`config.mk`:
```
export PLATFORM = sky130hd
export DESIGN_NAME = acem_matcher
export DESIGN_NICKNAME = d
export VERILOG_FILES = /design/src/acem_pkg.sv /design/src/acem_field_cmp.sv /design/src/acem_matcher.sv
export SDC_FILE = /design/constraint.sdc
export NUM_CORES = 1
export LEC_CHECK = 0
export ABC_AREA = 1
export BUFFER_PORTS_ARGS = -buffer_cell sky130_fd_sc_hd__buf_2
export CORE_ASPECT_RATIO = 1.1
export CORE_MARGIN = 2
export CORE_UTILIZATION = 54
export DETAILED_ROUTE_END_ITERATION = 10
export PLACE_DENSITY = 0.8
export SYNTH_ARGS = -nofsm -noshare
export SYNTH_HDL_FRONTEND = slang
export SYNTH_SLANG_ARGS = --single-unit
```
`constraint.sdc`:
```
create_clock -name sys_clk -period 2.5 [get_ports sys_clk]
set_input_delay 0.625 -clock sys_clk [delete_from_list [all_inputs] [get_ports sys_clk]]
set_output_delay 0.625 -clock sys_clk [all_outputs]
set_load 0.05 [all_outputs]
```
`src/acem_pkg.sv`:
```
package acem_pkg;
  // ***************************************************************
  // register map (word addresses on the plain register port)
  // ***************************************************************
  localparam logic [3:0] ACEM_ADDR_CTRL = 4'h0; // criterion selections
  localparam logic [3:0] ACEM_ADDR_NXT_VAL = 4'h1; // next-header value
  localparam logic [3:0] ACEM_ADDR_SRC_VAL = 4'h2; // source address value
  localparam logic [3:0] ACEM_ADDR_SRC_MASK = 4'h3; // source address mask
  localparam logic [3:0] ACEM_ADDR_MSG_VAL = 4'h4; // type [7:0], code [15:8]
  localparam logic [3:0] ACEM_ADDR_STATUS = 4'h5; // hit [1], result strobe [0]
  localparam logic [3:0] ACEM_ADDR_HITCNT = 4'h6; // hit counter
  // ***************************************************************
  // control register field positions
  // ***************************************************************
  localparam int ACEM_CTRL_NXT_LSB = 0; // 3-bit next-header criterion
  localparam int ACEM_CTRL_SRC_BIT = 4; // source address criterion
  localparam int ACEM_CTRL_HOP_LSB = 8; // 2-bit hop-limit criterion
  localparam int ACEM_CTRL_TYPE_BIT = 12; // message type criterion
  localparam int ACEM_CTRL_CODE_BIT = 13; // message code criterion
  localparam int ACEM_CTRL_EN_BIT = 31; // entry enable
  localparam int ACEM_MSG_CODE_LSB = 8; // code field in value register
  // ***************************************************************
  // reset values
  // ***************************************************************
  localparam logic [31:0] ACEM_CTRL_RST = 32'h0000_0000;
  localparam logic [7:0] ACEM_BYTE_RST = 8'h00;
  localparam logic [31:0] ACEM_WORD_RST = 32'h0000_0000;
  // ***************************************************************
  // protocol numbers for next-header selections
  // ***************************************************************
  localparam logic [7:0] ACEM_PROTO_ICMP6 = 8'h3a;
  localparam logic [7:0] ACEM_PROTO_UDP = 8'h11;
  localparam logic [7:0] ACEM_PROTO_TCP = 8'h06;
  // ***************************************************************
  // criterion encodings
  // ***************************************************************
  typedef enum logic [2:0] {
    ACEM_NXT_ANY = 3'h0,
    ACEM_NXT_SPECIFIC = 3'h1,
    ACEM_NXT_ICMP = 3'h2,
    ACEM_NXT_UDP = 3'h3,
    ACEM_NXT_TCP = 3'h4
  } acem_nxt_sel_t;
  typedef enum logic [1:0] {
    ACEM_HOP_ANY = 2'h0,
    ACEM_HOP_ZERO = 2'h1,
    ACEM_HOP_NONZERO = 2'h2
  } acem_hop_sel_t;
endpackage

```
`src/acem_field_cmp.sv`:
```
`timescale 1ns/1ps
// ***************************************************************
// masked field comparator with a don't-care bypass
// ***************************************************************
module acem_field_cmp #(
  parameter int W = 8 // field width
) (
  input wire logic enable, // criterion selected as specific
  input wire logic [W-1:0] frame_val, // field from the frame
  input wire logic [W-1:0] cfg_val, // configured value
  input wire logic [W-1:0] cfg_mask, // 1 = bit must match
  output logic match // criterion satisfied
);
  // pattern is value and mask, compared against the masked frame field
  always_comb begin
    match = !enable || ((frame_val & cfg_mask) == (cfg_val & cfg_mask));
  end
endmodule

```
`src/acem_matcher.sv`:
```
`timescale 1ns/1ps
// How it works
// [RQ1] next-header any accepts every value
// [RQ2] icmp, udp, tcp selections restrict protocol
// [RQ3] specific next-header needs exact 8-bit equality
// [RQ4] source address any or specific with mask
// [RQ5] only low 32 source bits compared
// [RQ6] mask zero bit means don't-care bit
// [RQ7] pattern is address and mask
// [RQ8] hop limit zero, non-zero or any
// [RQ9] message type any or specific
// [RQ10] specific type needs exact 8-bit equality
// [RQ11] message code any or specific
// [RQ12] specific code needs exact 8-bit equality
// [RQ13] hit is and of all criteria
// [RQ14] type and code only match icmp frames; code checks them only under the icmp next-header selection
module acem_matcher
  import acem_pkg::*;
(
  input wire logic sys_clk, // 100 MHz clock
  input wire logic reset_n, // asynchronous reset, active low
  input wire logic [3:0] reg_addr, // register word address
  input wire logic [31:0] reg_wdata, // register write data
  input wire logic reg_wr, // write strobe
  input wire logic reg_rd, // read strobe
  output logic [31:0] reg_rdata, // read data, cycle after strobe
  input wire logic frame_valid, // parsed header present
  input wire logic [7:0] frame_next_hdr, // next-header field
  input wire logic [127:0] frame_src_addr, // source address
  input wire logic [7:0] frame_hop_limit, // hop limit field
  input wire logic [7:0] frame_msg_type, // control message type
  input wire logic [7:0] frame_msg_code, // control message code
  output logic hit_valid, // one-cycle result strobe
  output logic hit // entry matched
);
  // ***************************************************************
  // configuration, hit counter, read data and result registers
  // ***************************************************************
  logic [31:0] ctrl_reg; // criterion selections
  logic [31:0] ctrl_next;
  logic [7:0] nxt_val_reg; // next-header value
  logic [7:0] nxt_val_next;
  logic [31:0] source_address_value_reg; // source address value
  logic [31:0] source_address_value_next;
  logic [31:0] source_address_mask_reg; // source address mask
  logic [31:0] source_address_mask_next;
  logic [7:0] control_msg_type_value_reg; // message type value
  logic [7:0] control_msg_type_value_next;
  logic [7:0] control_msg_code_value_reg; // message code value
  logic [7:0] control_msg_code_value_next;
  logic [31:0] hitcnt_reg; // number of hits
  logic [31:0] hitcnt_next;
  logic [31:0] rdata_reg; // registered read data
  logic [31:0] rdata_next;
  logic hit_valid_reg; // result strobe
  logic hit_valid_next;
  logic hit_reg; // result
  logic hit_next;

  // decoded selections
  acem_nxt_sel_t nxt_sel; // next-header criterion
  acem_hop_sel_t hop_sel; // hop-limit criterion
  logic source_address_criterion; // 1 = specific
  logic control_msg_type_criterion; // 1 = specific
  logic control_msg_code_criterion; // 1 = specific
  logic entry_en; // entry enabled

  // per-field results
  logic nxt_ok; // next-header result
  logic src_ok; // source address result
  logic hop_ok; // hop-limit result
  logic type_ok; // message type result
  logic code_ok; // message code result
  logic is_icmp; // frame carries icmpv6
  logic all_ok; // combined result

  // ***************************************************************
  // field decode
  // ***************************************************************
  always_comb begin
    nxt_sel = acem_nxt_sel_t'(ctrl_reg[ACEM_CTRL_NXT_LSB +: 3]);
    hop_sel = acem_hop_sel_t'(ctrl_reg[ACEM_CTRL_HOP_LSB +: 2]);
    source_address_criterion = ctrl_reg[ACEM_CTRL_SRC_BIT];
    control_msg_type_criterion = ctrl_reg[ACEM_CTRL_TYPE_BIT];
    control_msg_code_criterion = ctrl_reg[ACEM_CTRL_CODE_BIT];
    entry_en = ctrl_reg[ACEM_CTRL_EN_BIT];
  end

  // ***************************************************************
  // criterion evaluation
  // ***************************************************************
  assign is_icmp = (frame_next_hdr == ACEM_PROTO_ICMP6);

  // next-header criterion
  always_comb begin
    case (nxt_sel)
      ACEM_NXT_ANY: nxt_ok = 1'b1; // RQ1
      ACEM_NXT_SPECIFIC: nxt_ok = (frame_next_hdr == nxt_val_reg); // RQ3
      ACEM_NXT_ICMP: nxt_ok = is_icmp; // RQ2
      ACEM_NXT_UDP: nxt_ok = (frame_next_hdr == ACEM_PROTO_UDP); // RQ2
      ACEM_NXT_TCP: nxt_ok = (frame_next_hdr == ACEM_PROTO_TCP); // RQ2
      default: nxt_ok = 1'b0; // unused encodings never hit
    endcase
  end

  // source address over the low 32 bits under mask
  acem_field_cmp #(
    .W(32)
  ) u_src_cmp (
    .enable(source_address_criterion), // RQ4
    .frame_val(frame_src_addr[31:0]), // RQ5
    .cfg_val(source_address_value_reg), // RQ7
    .cfg_mask(source_address_mask_reg), // RQ6
    .match(src_ok)
  );

  // hop-limit criterion
  always_comb begin
    case (hop_sel)
      ACEM_HOP_ANY: hop_ok = 1'b1; // RQ8
      ACEM_HOP_ZERO: hop_ok = (frame_hop_limit == 8'h00); // RQ8
      ACEM_HOP_NONZERO: hop_ok = (frame_hop_limit != 8'h00); // RQ8
      default: hop_ok = 1'b1; // reserved setting treated as any
    endcase
  end

  // message type and code only apply when icmp is selected
  always_comb begin
    type_ok = 1'b1;
    code_ok = 1'b1;
    if (nxt_sel == ACEM_NXT_ICMP) begin
      // RQ14
      if (control_msg_type_criterion) begin
        type_ok = is_icmp && (frame_msg_type == control_msg_type_value_reg); // RQ9 RQ10
      end
      if (control_msg_code_criterion) begin
        code_ok = is_icmp && (frame_msg_code == control_msg_code_value_reg); // RQ11 RQ12
      end
    end
  end

  assign all_ok = entry_en && nxt_ok && src_ok && hop_ok && type_ok && code_ok; // RQ13

  // ***************************************************************
  // result and register next state
  // ***************************************************************
  always_comb begin
    ctrl_next = ctrl_reg;
    nxt_val_next = nxt_val_reg;
    source_address_value_next = source_address_value_reg;
    source_address_mask_next = source_address_mask_reg;
    control_msg_type_value_next = control_msg_type_value_reg;
    control_msg_code_value_next = control_msg_code_value_reg;
    hitcnt_next = hitcnt_reg;
    rdata_next = 32'h0000_0000;
    hit_valid_next = frame_valid;
    hit_next = frame_valid && all_ok;
    // hit counter advances on each matched frame, except in a cycle that writes the hit counter
    if (frame_valid && all_ok) begin
      hitcnt_next = hitcnt_reg + 32'h0000_0001;
    end
    // register writes
    if (reg_wr) begin
      if (reg_addr == ACEM_ADDR_CTRL) begin
        ctrl_next = reg_wdata;
      end else if (reg_addr == ACEM_ADDR_NXT_VAL) begin
        nxt_val_next = reg_wdata[7:0];
      end else if (reg_addr == ACEM_ADDR_SRC_VAL) begin
        source_address_value_next = reg_wdata;
      end else if (reg_addr == ACEM_ADDR_SRC_MASK) begin
        source_address_mask_next = reg_wdata;
      end else if (reg_addr == ACEM_ADDR_MSG_VAL) begin
        control_msg_type_value_next = reg_wdata[7:0];
        control_msg_code_value_next = reg_wdata[ACEM_MSG_CODE_LSB +: 8];
      end else if (reg_addr == ACEM_ADDR_HITCNT) begin
        hitcnt_next = ACEM_WORD_RST; // any write clears the counter
      end
    end
    // register reads, unmapped addresses return zero
    if (reg_rd) begin
      if (reg_addr == ACEM_ADDR_CTRL) begin
        rdata_next = ctrl_reg;
      end else if (reg_addr == ACEM_ADDR_NXT_VAL) begin
        rdata_next = {24'h000000, nxt_val_reg};
      end else if (reg_addr == ACEM_ADDR_SRC_VAL) begin
        rdata_next = source_address_value_reg;
      end else if (reg_addr == ACEM_ADDR_SRC_MASK) begin
        rdata_next = source_address_mask_reg;
      end else if (reg_addr == ACEM_ADDR_MSG_VAL) begin
        rdata_next = {16'h0000, control_msg_code_value_reg, control_msg_type_value_reg};
      end else if (reg_addr == ACEM_ADDR_STATUS) begin
        rdata_next = {30'h0000_0000, hit_reg, hit_valid_reg};
      end else if (reg_addr == ACEM_ADDR_HITCNT) begin
        rdata_next = hitcnt_reg;
      end
    end
  end

  // state registers
  always_ff @(posedge sys_clk or negedge reset_n) begin
    if (!reset_n) begin
      ctrl_reg <= ACEM_CTRL_RST;
      nxt_val_reg <= ACEM_BYTE_RST;
      source_address_value_reg <= ACEM_WORD_RST;
      source_address_mask_reg <= ACEM_WORD_RST;
      control_msg_type_value_reg <= ACEM_BYTE_RST;
      control_msg_code_value_reg <= ACEM_BYTE_RST;
      hitcnt_reg <= ACEM_WORD_RST;
      rdata_reg <= ACEM_WORD_RST;
      hit_valid_reg <= 1'b0;
      hit_reg <= 1'b0;
    end else begin
      ctrl_reg <= ctrl_next;
      nxt_val_reg <= nxt_val_next;
      source_address_value_reg <= source_address_value_next;
      source_address_mask_reg <= source_address_mask_next;
      control_msg_type_value_reg <= control_msg_type_value_next;
      control_msg_code_value_reg <= control_msg_code_value_next;
      hitcnt_reg <= hitcnt_next;
      rdata_reg <= rdata_next;
      hit_valid_reg <= hit_valid_next;
      hit_reg <= hit_next;
    end
  end

  assign reg_rdata = rdata_reg;
  assign hit_valid = hit_valid_reg;
  assign hit = hit_reg;

  // ***************************************************************
  // checks
  // ***************************************************************
  a_hit_needs_valid: assert property ( // RQ13
    @(posedge sys_clk) disable iff (!reset_n) hit |-> hit_valid)
    else $error("hit without result strobe");
  a_nxt_any_open: assert property ( // RQ1
    @(posedge sys_clk) disable iff (!reset_n)
    (frame_valid && nxt_sel == ACEM_NXT_ANY && entry_en && src_ok && hop_ok) |=> hit)
    else $error("any next-header blocked a hit");
  a_nxt_spec_eq: assert property ( // RQ3
    @(posedge sys_clk) disable iff (!reset_n)
    (frame_valid && nxt_sel == ACEM_NXT_SPECIFIC && frame_next_hdr != nxt_val_reg) |=> !hit)
    else $error("specific next-header mismatch hit");
  a_nxt_proto_sel: assert property ( // RQ2
    @(posedge sys_clk) disable iff (!reset_n)
    (frame_valid && nxt_sel == ACEM_NXT_TCP && frame_next_hdr != ACEM_PROTO_TCP) |=> !hit)
    else $error("tcp selection hit non-tcp frame");
  a_src_masked: assert property ( // RQ6
    @(posedge sys_clk) disable iff (!reset_n)
    (frame_valid && source_address_criterion && (((frame_src_addr[31:0]
      ^ source_address_value_reg) & source_address_mask_reg) != 32'h0)) |=> !hit)
    else $error("source mismatch under mask hit");
  a_hop_zero: assert property ( // RQ8
    @(posedge sys_clk) disable iff (!reset_n)
    (frame_valid && hop_sel == ACEM_HOP_ZERO && frame_hop_limit != 8'h00) |=> !hit)
    else $error("hop zero setting accepted non-zero");
  a_type_spec: assert property ( // RQ10
    @(posedge sys_clk) disable iff (!reset_n)
    (frame_valid && nxt_sel == ACEM_NXT_ICMP && control_msg_type_criterion
      && frame_msg_type != control_msg_type_value_reg) |=> !hit)
    else $error("type mismatch hit");
  a_code_spec: assert property ( // RQ12
    @(posedge sys_clk) disable iff (!reset_n)
    (frame_valid && nxt_sel == ACEM_NXT_ICMP && control_msg_code_criterion
      && frame_msg_code != control_msg_code_value_reg) |=> !hit)
    else $error("code mismatch hit");
  a_icmp_only: assert property ( // RQ14
    @(posedge sys_clk) disable iff (!reset_n)
    (frame_valid && nxt_sel == ACEM_NXT_ICMP && !is_icmp) |=> !hit)
    else $error("icmp entry hit non-icmp frame");
  a_count_hit: assert property ( // RQ13
    @(posedge sys_clk) disable iff (!reset_n)
    (hit && !$past(reg_wr)) |-> hitcnt_reg == $past(hitcnt_reg) + 32'h1)
    else $error("hit counter did not advance");
  a_valid_follows: assert property ( // RQ13
    @(posedge sys_clk) disable iff (!reset_n) frame_valid |=> hit_valid)
    else $error("result strobe missing after frame");
  a_no_frame_quiet: assert property ( // RQ13
    @(posedge sys_clk) disable iff (!reset_n) !frame_valid |=> !hit_valid)
    else $error("result strobe without frame");
  a_entry_off: assert property ( // RQ13
    @(posedge sys_clk) disable iff (!reset_n)
    (frame_valid && !entry_en) |=> !hit)
    else $error("disabled entry hit");
  a_nxt_udp_sel: assert property ( // RQ2
    @(posedge sys_clk) disable iff (!reset_n)
    (frame_valid && nxt_sel == ACEM_NXT_UDP && frame_next_hdr != ACEM_PROTO_UDP) |=> !hit)
    else $error("udp selection hit non-udp frame");
  a_hop_nonzero: assert property ( // RQ8
    @(posedge sys_clk) disable iff (!reset_n)
    (frame_valid && hop_sel == ACEM_HOP_NONZERO && frame_hop_limit == 8'h00) |=> !hit)
    else $error("hop non-zero setting accepted zero");
  a_src_any_open: assert property ( // RQ4
    @(posedge sys_clk) disable iff (!reset_n)
    (frame_valid && entry_en && nxt_sel == ACEM_NXT_ANY && !source_address_criterion
      && hop_sel == ACEM_HOP_ANY) |=> hit)
    else $error("all don't-care entry missed a frame");
  a_nxt_spec_hit: assert property ( // RQ3
    @(posedge sys_clk) disable iff (!reset_n)
    (frame_valid && entry_en && nxt_sel == ACEM_NXT_SPECIFIC && frame_next_hdr == nxt_val_reg
      && src_ok && hop_ok) |=> hit)
    else $error("specific next-header equal value missed");
  c_hit: cover property (@(posedge sys_clk) disable iff (!reset_n) hit);
  c_icmp_hit: cover property (@(posedge sys_clk) disable iff (!reset_n)
    frame_valid && nxt_sel == ACEM_NXT_ICMP && all_ok);
  c_src_miss: cover property (@(posedge sys_clk) disable iff (!reset_n)
    frame_valid && !src_ok);
  c_read: cover property (@(posedge sys_clk) disable iff (!reset_n) reg_rd);
endmodule

```
After elaboration in Yosys (flattened, before gate mapping)
Cells that the tools add are included.
Operators by class
  eq/ne operators: 19
  add/subtract/negate cells: 1
  bitwise operators: 6
  reduce and logical (&&, ||, !) cells: 19
  multiplexer cells: 22
Operators with widths (number)
  $mux W32: 16
  $and A32 B32 Y32: 2
  $add A32 B1 Y32 const B: 1
  $eq A32 B32 Y1: 1
  $eq A8 B8 Y1: 3
  $eq A4 B3 Y1 const B: 3
  $eq A4 B2 Y1 const B: 2
  $eq A8 B3 Y1 const B: 1
  $eq A8 B5 Y1 const B: 1
  $eq A8 B6 Y1 const B: 1
  $logic_and A1 B1 Y1: 8
  $logic_not A8 Y1: 1
  $reduce_bool A8 Y1: 1
  $eq A3 B2 Y1 const B: 2
  $reduce_and A6 Y1: 1
  $pmux W1 S5: 1
  $reduce_and A5 Y1: 1
  $eq A4 B1 Y1 const B: 1
  $logic_not A4 Y1: 1
  $mux W1: 4
  $not A1 Y1: 4
  $reduce_and A4 Y1: 1
  $eq A3 B1 Y1 const B: 1
  $eq A3 B3 Y1 const B: 1
  other kinds (8): 8
Storage, ports and cells
  bits in registers: 186
  bits of input ports: 201

Logic depth before layout (Yosys ltp)
Gate-level depths: netlist of the first run.
  word-level depth: 16
  depth in mapped cells: 16

Cells and area by module
From an unflattened synthesis of the first run, not the netlist that was laid out.
Unflattened totals
  cells, all modules: 1324
  area, all modules: 9768.1 µm²
By module, submodules not included
  acem_matcher: area each 9011.1 µm², cells an instance 1134, instances 1
  acem_field_cmp: area each 757.0 µm², cells an instance 190, instances 1

Least setup slack after synthesis of the first run
OpenSTA, ideal clock, no wires.
  path type: input to register
  start point: input frame_src_addr[17]
  end point: register hitcnt_reg[8]
  library setup time: 0.117 ns
  buffers on the path: 1
  setup slack: 0.479 ns
  arrival: 1.904 ns
  required time: 2.383 ns
  stages on the path: 12
  cells stage by stage: or2_2 -> nand3_1 -> nand2_1 -> nor2_1 -> nand2_1 -> nor2_1 -> a21oi_1 -> nor2_4 -> buf_4 -> nand3_2 -> nor2_1 -> nor2_1
Between the ends
  cells in the longest elaborated chain, start to end: 16
RTL lines
  start, declared: line acem_matcher.sv:29  | input wire logic [127:0] frame_src_addr,
  $and A32 B32 Y32 (*): line acem_field_cmp.sv:16  | match = !enable || ((frame_val & cfg_mask) == (cfg_val & cfg_mask));
  $eq A32 B32 Y1 (*): line acem_field_cmp.sv:16
  $logic_or A1 B1 Y1 (*): line acem_field_cmp.sv:16
  $logic_and A1 B1 Y1 (*) (4 in series): line acem_matcher.sv:142  | assign all_ok = entry_en && nxt_ok && src_ok && hop_ok && type_ok && code_ok;
  $logic_and A1 B1 Y1 (*): line acem_matcher.sv:159  | if (frame_valid && all_ok) begin
  $mux W32 (*): line acem_matcher.sv:159
  $mux W32: line acem_matcher.sv:175  | end else if (reg_addr == ACEM_ADDR_HITCNT) begin
  $mux W32: line acem_matcher.sv:172  | end else if (reg_addr == ACEM_ADDR_MSG_VAL) begin
  $mux W32: line acem_matcher.sv:170  | end else if (reg_addr == ACEM_ADDR_SRC_MASK) begin
  $mux W32: line acem_matcher.sv:168  | end else if (reg_addr == ACEM_ADDR_SRC_VAL) begin
  $mux W32: line acem_matcher.sv:166  | end else if (reg_addr == ACEM_ADDR_NXT_VAL) begin
  $mux W32: line acem_matcher.sv:164  | if (reg_addr == ACEM_ADDR_CTRL) begin
  $mux W32 (*): line acem_matcher.sv:163  | if (reg_wr) begin
  named net hitcnt_next[8]: line acem_matcher.sv:52  | logic [31:0] hitcnt_next;
  end signal, assigned: line acem_matcher.sv:219  | hitcnt_reg <= hitcnt_next;
  end, declared: line acem_matcher.sv:51  | logic [31:0] hitcnt_reg;
Mark *: on every way through the listed nets, which the timed path passes. The rest lies on a longest branch.
A chain may end at the register's enable or synchronous reset.

Worst setup path in the final report of the first run
  start point: register hitcnt_reg[1]
  end point: register hitcnt_reg[28]
Between the ends
  cells in the longest elaborated chain, start to end: 9
RTL lines
  $add A32 B1 Y32 (*): line acem_matcher.sv:160  | hitcnt_next = hitcnt_reg + 32'h0000_0001;
  $mux W32 (*): line acem_matcher.sv:159
  $mux W32: line acem_matcher.sv:175
  $mux W32: line acem_matcher.sv:172
  $mux W32: line acem_matcher.sv:170
  $mux W32: line acem_matcher.sv:168
  $mux W32: line acem_matcher.sv:166
  $mux W32: line acem_matcher.sv:164
  $mux W32 (*): line acem_matcher.sv:163
  named net hitcnt_next[28]: line acem_matcher.sv:52
Marked as above.

==> results by group, run 1 <==
Outcome
  – Outcome: completed

CTS
  – Root buffer cell: clkbuf_16
  – Clk buf depth: 2
  – CTS buffer count: 17
  – Clock-pin slew on the worst setup and hold paths: 0.07 ns
  – Postcts setup bufs: 0
  – H-Tree Depth: 4
  – Clock latency on the worst-skew pair: 0.44 ns
  – # resized after CTS: 0
  – CTS tree: done
  – # clock sinks: 186
  – Hold Buf Count CTS: 0

Global routing
  – Gr usage total: 29.35%
  – Largest net degree at the start of global routing: 66
  – Global route total overflow: 0
  – Vias in the first global route: 9030
  – First-pass GRT wire length: 44800 um
  – Initial antenna violation count: 0

Yosys
  – Top-area cell type share of the netlist area: 47.56%
  – Warnings, synthesis: 0
  – Synthesized flop and latch total: 186
  – Area leader, netlist: dfrtp_1
  – Synth Net Count: 1519
  – Synth top area cells: dfrtp_1 (48%), nand2_1 (16%), o21ai_0 (7.7%)
  – Netlist cell types: 38
  – Post-synthesis sequential area ratio: 47.56%
  – Mapped Area: 9786 um^2
  – Mean area per synthesized cell: 7.442 um^2
  – Syn Inst Count: 1315

Critical path
  – Worst Setup End Kind: register
  – Crit Path Category: register to register
  – Reg-to-Reg Start: hitcnt_reg[1]
  – Worst-path fanout max: 4
  – Worst EP arrival: 2.60 ns
  – R2R setup slack: 0.26 ns
  – WP data required: 2.86 ns
  – Worst r2r dst: hitcnt_reg[28]
  – Cell count of the worst reg-to-reg path: 11
  – Crit path launch type: register

Pwr
  – PD cells: 738.6 nW/um^2
  – VDD IR-drop max: 0.0005264 V
  – Total leakage power: 6.064 nW

Min path
  – Hold/Removal Path Class: input pin to asynchronous set/reset pin

Finish
  – Post-route cell area: 11550 um^2
  – Most frequent cells in the layout: nand2_1 (402), inv_1 (187), dfrtp_1 (186)
  – Layout cells sized above 1: 16.58%
  – Commonest non-fill, non-tap cell in the layout: nand2_1
  – Synth-to-layout area growth: 18.00%
  – NumNets Final: 1669
  – Antenna Diode Count: 0

Timing
  – F_max: 0.4465 GHz
  – Max-slew headroom: 53.27%
  – Setup TNS: 0 ns
  – Tcrit/Tclk final: 89.59%
  – Slew @ Worst Pin: 0.7001 ns
  – Final setup violation count: 0
  – Max Slew Vio Count: 0
  – Count of final hold-check violations: 0
  – Worst Skew: 0.01057 ns
  – RSZ-0062 raised after global routing: false
  – Tmin final: 2.240 ns

Detailed routing
  – Initial DRC Count: 857
  – Via/cell ratio: 5.500
  – Vias: 9438
  – First drt pass iteration count: 7
  – DRC viols: 0
  – Routed wire length: 27560 um
  – Wire per inst: 16.06 um
  – Post-route antenna net violation count: 0

Die
  – Starting density of the core: 55.16%
  – Core area: 17740 um^2
  – Chip width: 132.4 um
  – Die height: 145.2 um
  – # rows: 51
  – Die area: 19220 um^2
  – IO Count: 235

Placed design
  – Post-DP HPWL: 19650 um
  – PortBufs: 138
  – Placer Congestion: 0.9117
  – Placement-stage cell area: 10950 um^2

Flow run
  – # Max-Cap Violations: 0
[metrics by stage]
stage	std cells	setup WS (ns)	hold WS (ns)	util [%]	total power [mW]
4_1_cts	1716	0.2046	0.1987	65.08	8.531
3_5_place_dp	1684	0.02374	0.4737	61.75	5.764
3_3_place_gp	1684	0.06239	0.4611	61.75	5.669
5_1_grt	1716	0.07465	0.2126	65.09	8.979
6_report	1716	0.2602	0.1765	65.09	8.528
2_1_floorplan	1315	0.4793	0.3294	-	5.138
[cell families (layout without fill, tap and decap cells)]
kind of cell / after synthesis / in the layout / synth area share (%)
buf+inv: 235 / 398 / 9.589
xor+xnor: 12 / 12 / 1.074
simple gates: 649 / 649 / 28.04
compound gates: 230 / 230 / 13.35
fa+ha+maj: 3 / 3 / 0.3836
flops: 186 / 186 / 47.56
[critical path, cell delays in order, from the launching register on]
cell     delay [ns]
dfrtp_1        0.41
ha_1           0.20
nand3_1        0.16
nor3_2         0.25
nand4_1        0.19
nor3b_1        0.43
nand2_1        0.10
nor2_1         0.15
nand3_1        0.09
nand2_1        0.07
inv_1          0.04
nor2_1         0.09
[synthesized netlist by cell type (all sizes together)]
master   count
a211oi       3
a21oi       32
a221oi      13
a31oi        2
a41oi        3
buf         11
clkbuf      35
clkinv       2
dfrtp      186
ha           3
inv        187
nand2      409
nand3       86
nand4       12
nor2       119
nor3        15
nor3b        1
nor4         3
o2111ai      4
o211a        1
o211ai       7
o21ai      151
o221ai      12
o22ai        2
or2          4
xnor2        4
xor2         8
[area by class of cell]
class                   count  area (um^2)
multi-input cells         894         4203
fillers                  1532         6192
clock inverters            15        165.2
repair buffers            177         1092
well taps                 238        297.8
inverters                 189        709.4
flip-flops and latches    186         4654
clock buffers              17        425.4
[layer usage]
metal  track usage [%]  up-vias  wire (um)  part of all wire, %
met5                 0        -          0                    0
met4             10.70        0        875                  3.2
met3             6.115       82       2238                  8.1
met2             47.56      422      13040                   47
met1             39.06     4432      11400                   41
li1                  -     4502          -                    -
[worst max-delay path by stage]
stage	slack, ns	depth (start not counted)	from	end
CTS	0.20	12	ctrl_reg[0]	hitcnt_reg[21]
floorplan	0.48	12	frame_src_addr[17]	hitcnt_reg[8]
global placement	0.06	9	reg_addr[2]	reg_rdata[5]
detailed placement	0.02	15	frame_src_addr[16]	hitcnt_reg[6]
finish	0.26	11	hitcnt_reg[1]	hitcnt_reg[28]
global route	0.07	11	hitcnt_reg[1]	hitcnt_reg[28]
[power by group]
| group | internal, mW | switching [mW] | total [mW] |
|---|---|---|---|
| logic | 0.649 | 1.16 | 1.81 |
| clock network | 1.50 | 1.25 | 2.75 |
| registers | 3.53 | 0.445 | 3.97 |
| total | 5.68 | 2.85 | 8.53 |
Power figures use the tool's default switching activity.
==> run 2: changes to the inputs <==
--- a/config.mk
+++ b/config.mk
@@ -7,7 +7,8 @@
 export LEC_CHECK = 0
 export ABC_AREA = 1
 export BUFFER_PORTS_ARGS = -buffer_cell sky130_fd_sc_hd__buf_2
-export CORE_ASPECT_RATIO = 1.1
+export CAP_MARGIN = 20
+export CORE_ASPECT_RATIO = 0.9
 export CORE_MARGIN = 2
 export CORE_UTILIZATION = 54
 export DETAILED_ROUTE_END_ITERATION = 10
==> run 2 against run 1 <==
Effect of this change: total power grew 2.3%; critical path depth grew 2; combinational power is essentially flat; global-route usage shrank 0.13 points; die area is essentially flat; clock power grew 8.0%; setup slack lost 0.051 ns; via count grew 0.21%; cell area grew 0.36%.
==> results by group, run 2 (synthesis gave the netlist of run 1 again) <==
Outcome
  – Outcome: completed (unchanged)

Global routing
  – Initial antenna violation count: 0 (unchanged)
  – Vias in the first global route: 9132 (was 9030)
  – First-pass GRT wire length: 45130 um (was 44800 um)
  – Global route total overflow: 0 (unchanged)
  – Gr usage total: 29.23% (was 29.35%)
  – Largest net degree at the start of global routing: 73 (was 66)

Pwr
  – Comb pwr share: 20.5% (was 21.2%)
  – Sw Ratio: 32.41% (was 33.44%)
  – VDD IR-drop max: 0.0005378 V (was 0.0005264 V)
  – Pint: 5.898 mW (was 5.677 mW)
  – Net switching power: 2.829 mW (was 2.852 mW)
  – Clock network power share: 34.0% (was 32.3%)
  – Total power: 8.727 mW (was 8.528 mW)
  – Sequential share of power: 45.4% (was 46.6%)
  – Total leakage power: 6.070 nW (was 6.064 nW)
  – PD cells: 753.1 nW/um^2 (was 738.6 nW/um^2)

Critical path
  – Crit Path Category: register to register (unchanged)
  – Worst EP arrival: 2.66 ns (was 2.60 ns)
  – Worst Setup End Kind: register (unchanged)
  – Crit path launch type: register (unchanged)
  – WP data required: 2.86 ns (about the same)
  – Worst-path fanout max: 4 (unchanged)

Finish
  – Post-route cell area: 11590 um^2 (was 11550 um^2)
  – Most frequent cells in the layout: nand2_1 (402), inv_1 (187), dfrtp_1 (186) (unchanged)
  – NumNets Final: 1666 (was 1669)
  – Core Util, Final: 65.59% (was 65.09%)
  – Synth-to-layout area growth: 18.42% (was 18.00%)
  – Antenna Diode Count: 0 (unchanged)
  – Layout cells sized above 1: 16.47% (was 16.58%)
  – Commonest non-fill, non-tap cell in the layout: nand2_1 (unchanged)

Placed design
  – Placement-stage cell area: 10930 um^2 (was 10950 um^2)
  – PortBufs: 138 (unchanged)
  – Post-Place Worst Slack: -0.005800 ns (was 0.02374 ns)
  – Placer Congestion: 0.9274 (was 0.9117)
  – Post-DP HPWL: 19600 um (was 19650 um)

CTS
  – Clk buf depth: 2 (unchanged)
  – Postcts setup bufs: 0 (unchanged)
  – CTS tree: done (unchanged)
  – H-Tree Depth: 4 (unchanged)
  – Root buffer cell: clkbuf_16 (unchanged)
  – Hold Buf Count CTS: 0 (unchanged)
  – Clock-pin slew on the worst setup and hold paths: 0.07 ns (about the same)
  – CTS buffer count: 17 (unchanged)
  – # clock sinks: 186 (unchanged)
  – Clock latency on the worst-skew pair: 0.43 ns (was 0.44 ns)

Die
  – Die height: 131.7 um (was 145.2 um)
  – IO Count: 235 (unchanged)
  – # rows: 46 (was 51)
  – Core area: 17670 um^2 (was 17740 um^2)
  – Starting density of the core: 55.38% (was 55.16%)
  – Die area: 19220 um^2 (about the same)
  – Chip width: 145.9 um (was 132.4 um)

Timing
  – Tmin final: 2.291 ns (was 2.240 ns)
  – Max Slew Vio Count: 0 (unchanged)
  – Tcrit/Tclk final: 91.63% (was 89.59%)
  – Max-slew headroom: 55.77% (was 53.27%)
  – Setup TNS: 0 ns (unchanged)
  – Setup ws final: 0.2092 ns (was 0.2602 ns)
  – F_max: 0.4365 GHz (was 0.4465 GHz)
  – Slew @ Worst Pin: 0.6628 ns (was 0.7001 ns)
  – Worst Skew: 0.007065 ns (was 0.01057 ns)
  – Count of final hold-check violations: 0 (unchanged)
  – Final setup violation count: 0 (unchanged)

Detailed routing
  – Met2 Routed Length: 12610 um (was 13040 um)
  – Post-route antenna net violation count: 0 (unchanged)
  – Routed wire length: 27460 um (was 27560 um)
  – Wire per inst: 16.01 um (was 16.06 um)
  – Via/cell ratio: 5.515 (was 5.500)
  – DRC viols: 0 (unchanged)
  – Max layer used: met4 (unchanged)
  – First drt pass iteration count: 6 (was 7)
  – Met1 wire length: 11630 um (was 11400 um)
  – Met3 WL post-DR: 2434 um (was 2238 um)
  – Vias: 9458 (was 9438)
  – Initial DRC Count: 1167 (was 857)

Flow run
  – # Max-Cap Violations: 0 (unchanged)

Min path
  – Hold/Removal Path Class: input pin to asynchronous set/reset pin (unchanged)
## run 2: worst max-delay path, cell delays in order (launching register included)
cell and delay (ns):
dfrtp_1 0.42, ha_1 0.20, nand3_1 0.16, nor3_2 0.33, nand2_1 0.12, inv_1 0.11, nand2_1 0.10, nor2_1 0.19
nand2_1 0.10, nor2_1 0.16, nand3_2 0.11, nand2_1 0.07, nand2_1 0.05, nor2_1 0.09
## run 2: worst paths after layout
check                         startpoint        endpoint  slack, ns  cells past startpoint
max in group asynchronous        reset_n   reg_rdata[20]       1.63                      2
setup / recovery           hitcnt_reg[1]  hitcnt_reg[26]       0.21                     13
min in group sys_clk         frame_valid       hit_valid       0.35                      1
hold / removal                   reset_n    reg_rdata[5]       0.13                      1
hold reg to reg              ctrl_reg[7]     ctrl_reg[7]       0.48                      2
setup reg to reg           hitcnt_reg[1]  hitcnt_reg[26]       0.21                     13
## run 2: power groups by stage
stage	Sequential, mW	Clock, mW	Combinational [mW]
global placement	3.97	0	1.69
CTS	3.95	2.98	1.78
detailed placement	3.99	0	1.75
floorplan	3.97	0	1.16
global route	4.03	3.11	2.04
finish	3.97	2.97	1.79
## run 2: layout make-up
class,count,area [um^2]
fill,1461,6081
sequential,186,4654
multi-input combinational,894,4208
timing repair buffer,174,1070
inverter,189,709.4
clock buffer,18,439.2
tap,240,300.3
clock inverter,14,207.7
## run 2: per-layer routing
layer  track usage (%)  vias to the layer above
met3             5.903                       70
met1             40.57                     4421
met2             45.75                      477
met4             10.78                        0
li1                  -                     4490
met5                 0                        -
## run 2: stage by stage
step	hold slack [ns]	cells
5_1_grt	0.1493	1715
6_report	0.1268	1715
4_1_cts	0.1375	1715
3_3_place_gp	0.4615	1683
2_1_floorplan	0.3294	1315
3_5_place_dp	0.4682	1683
## run 2: what timing repair did
item,in CTS,in global routing
gates resized for setup,0,2
hold endpoints to repair,0,0
endpoints found under the setup margin,0,2
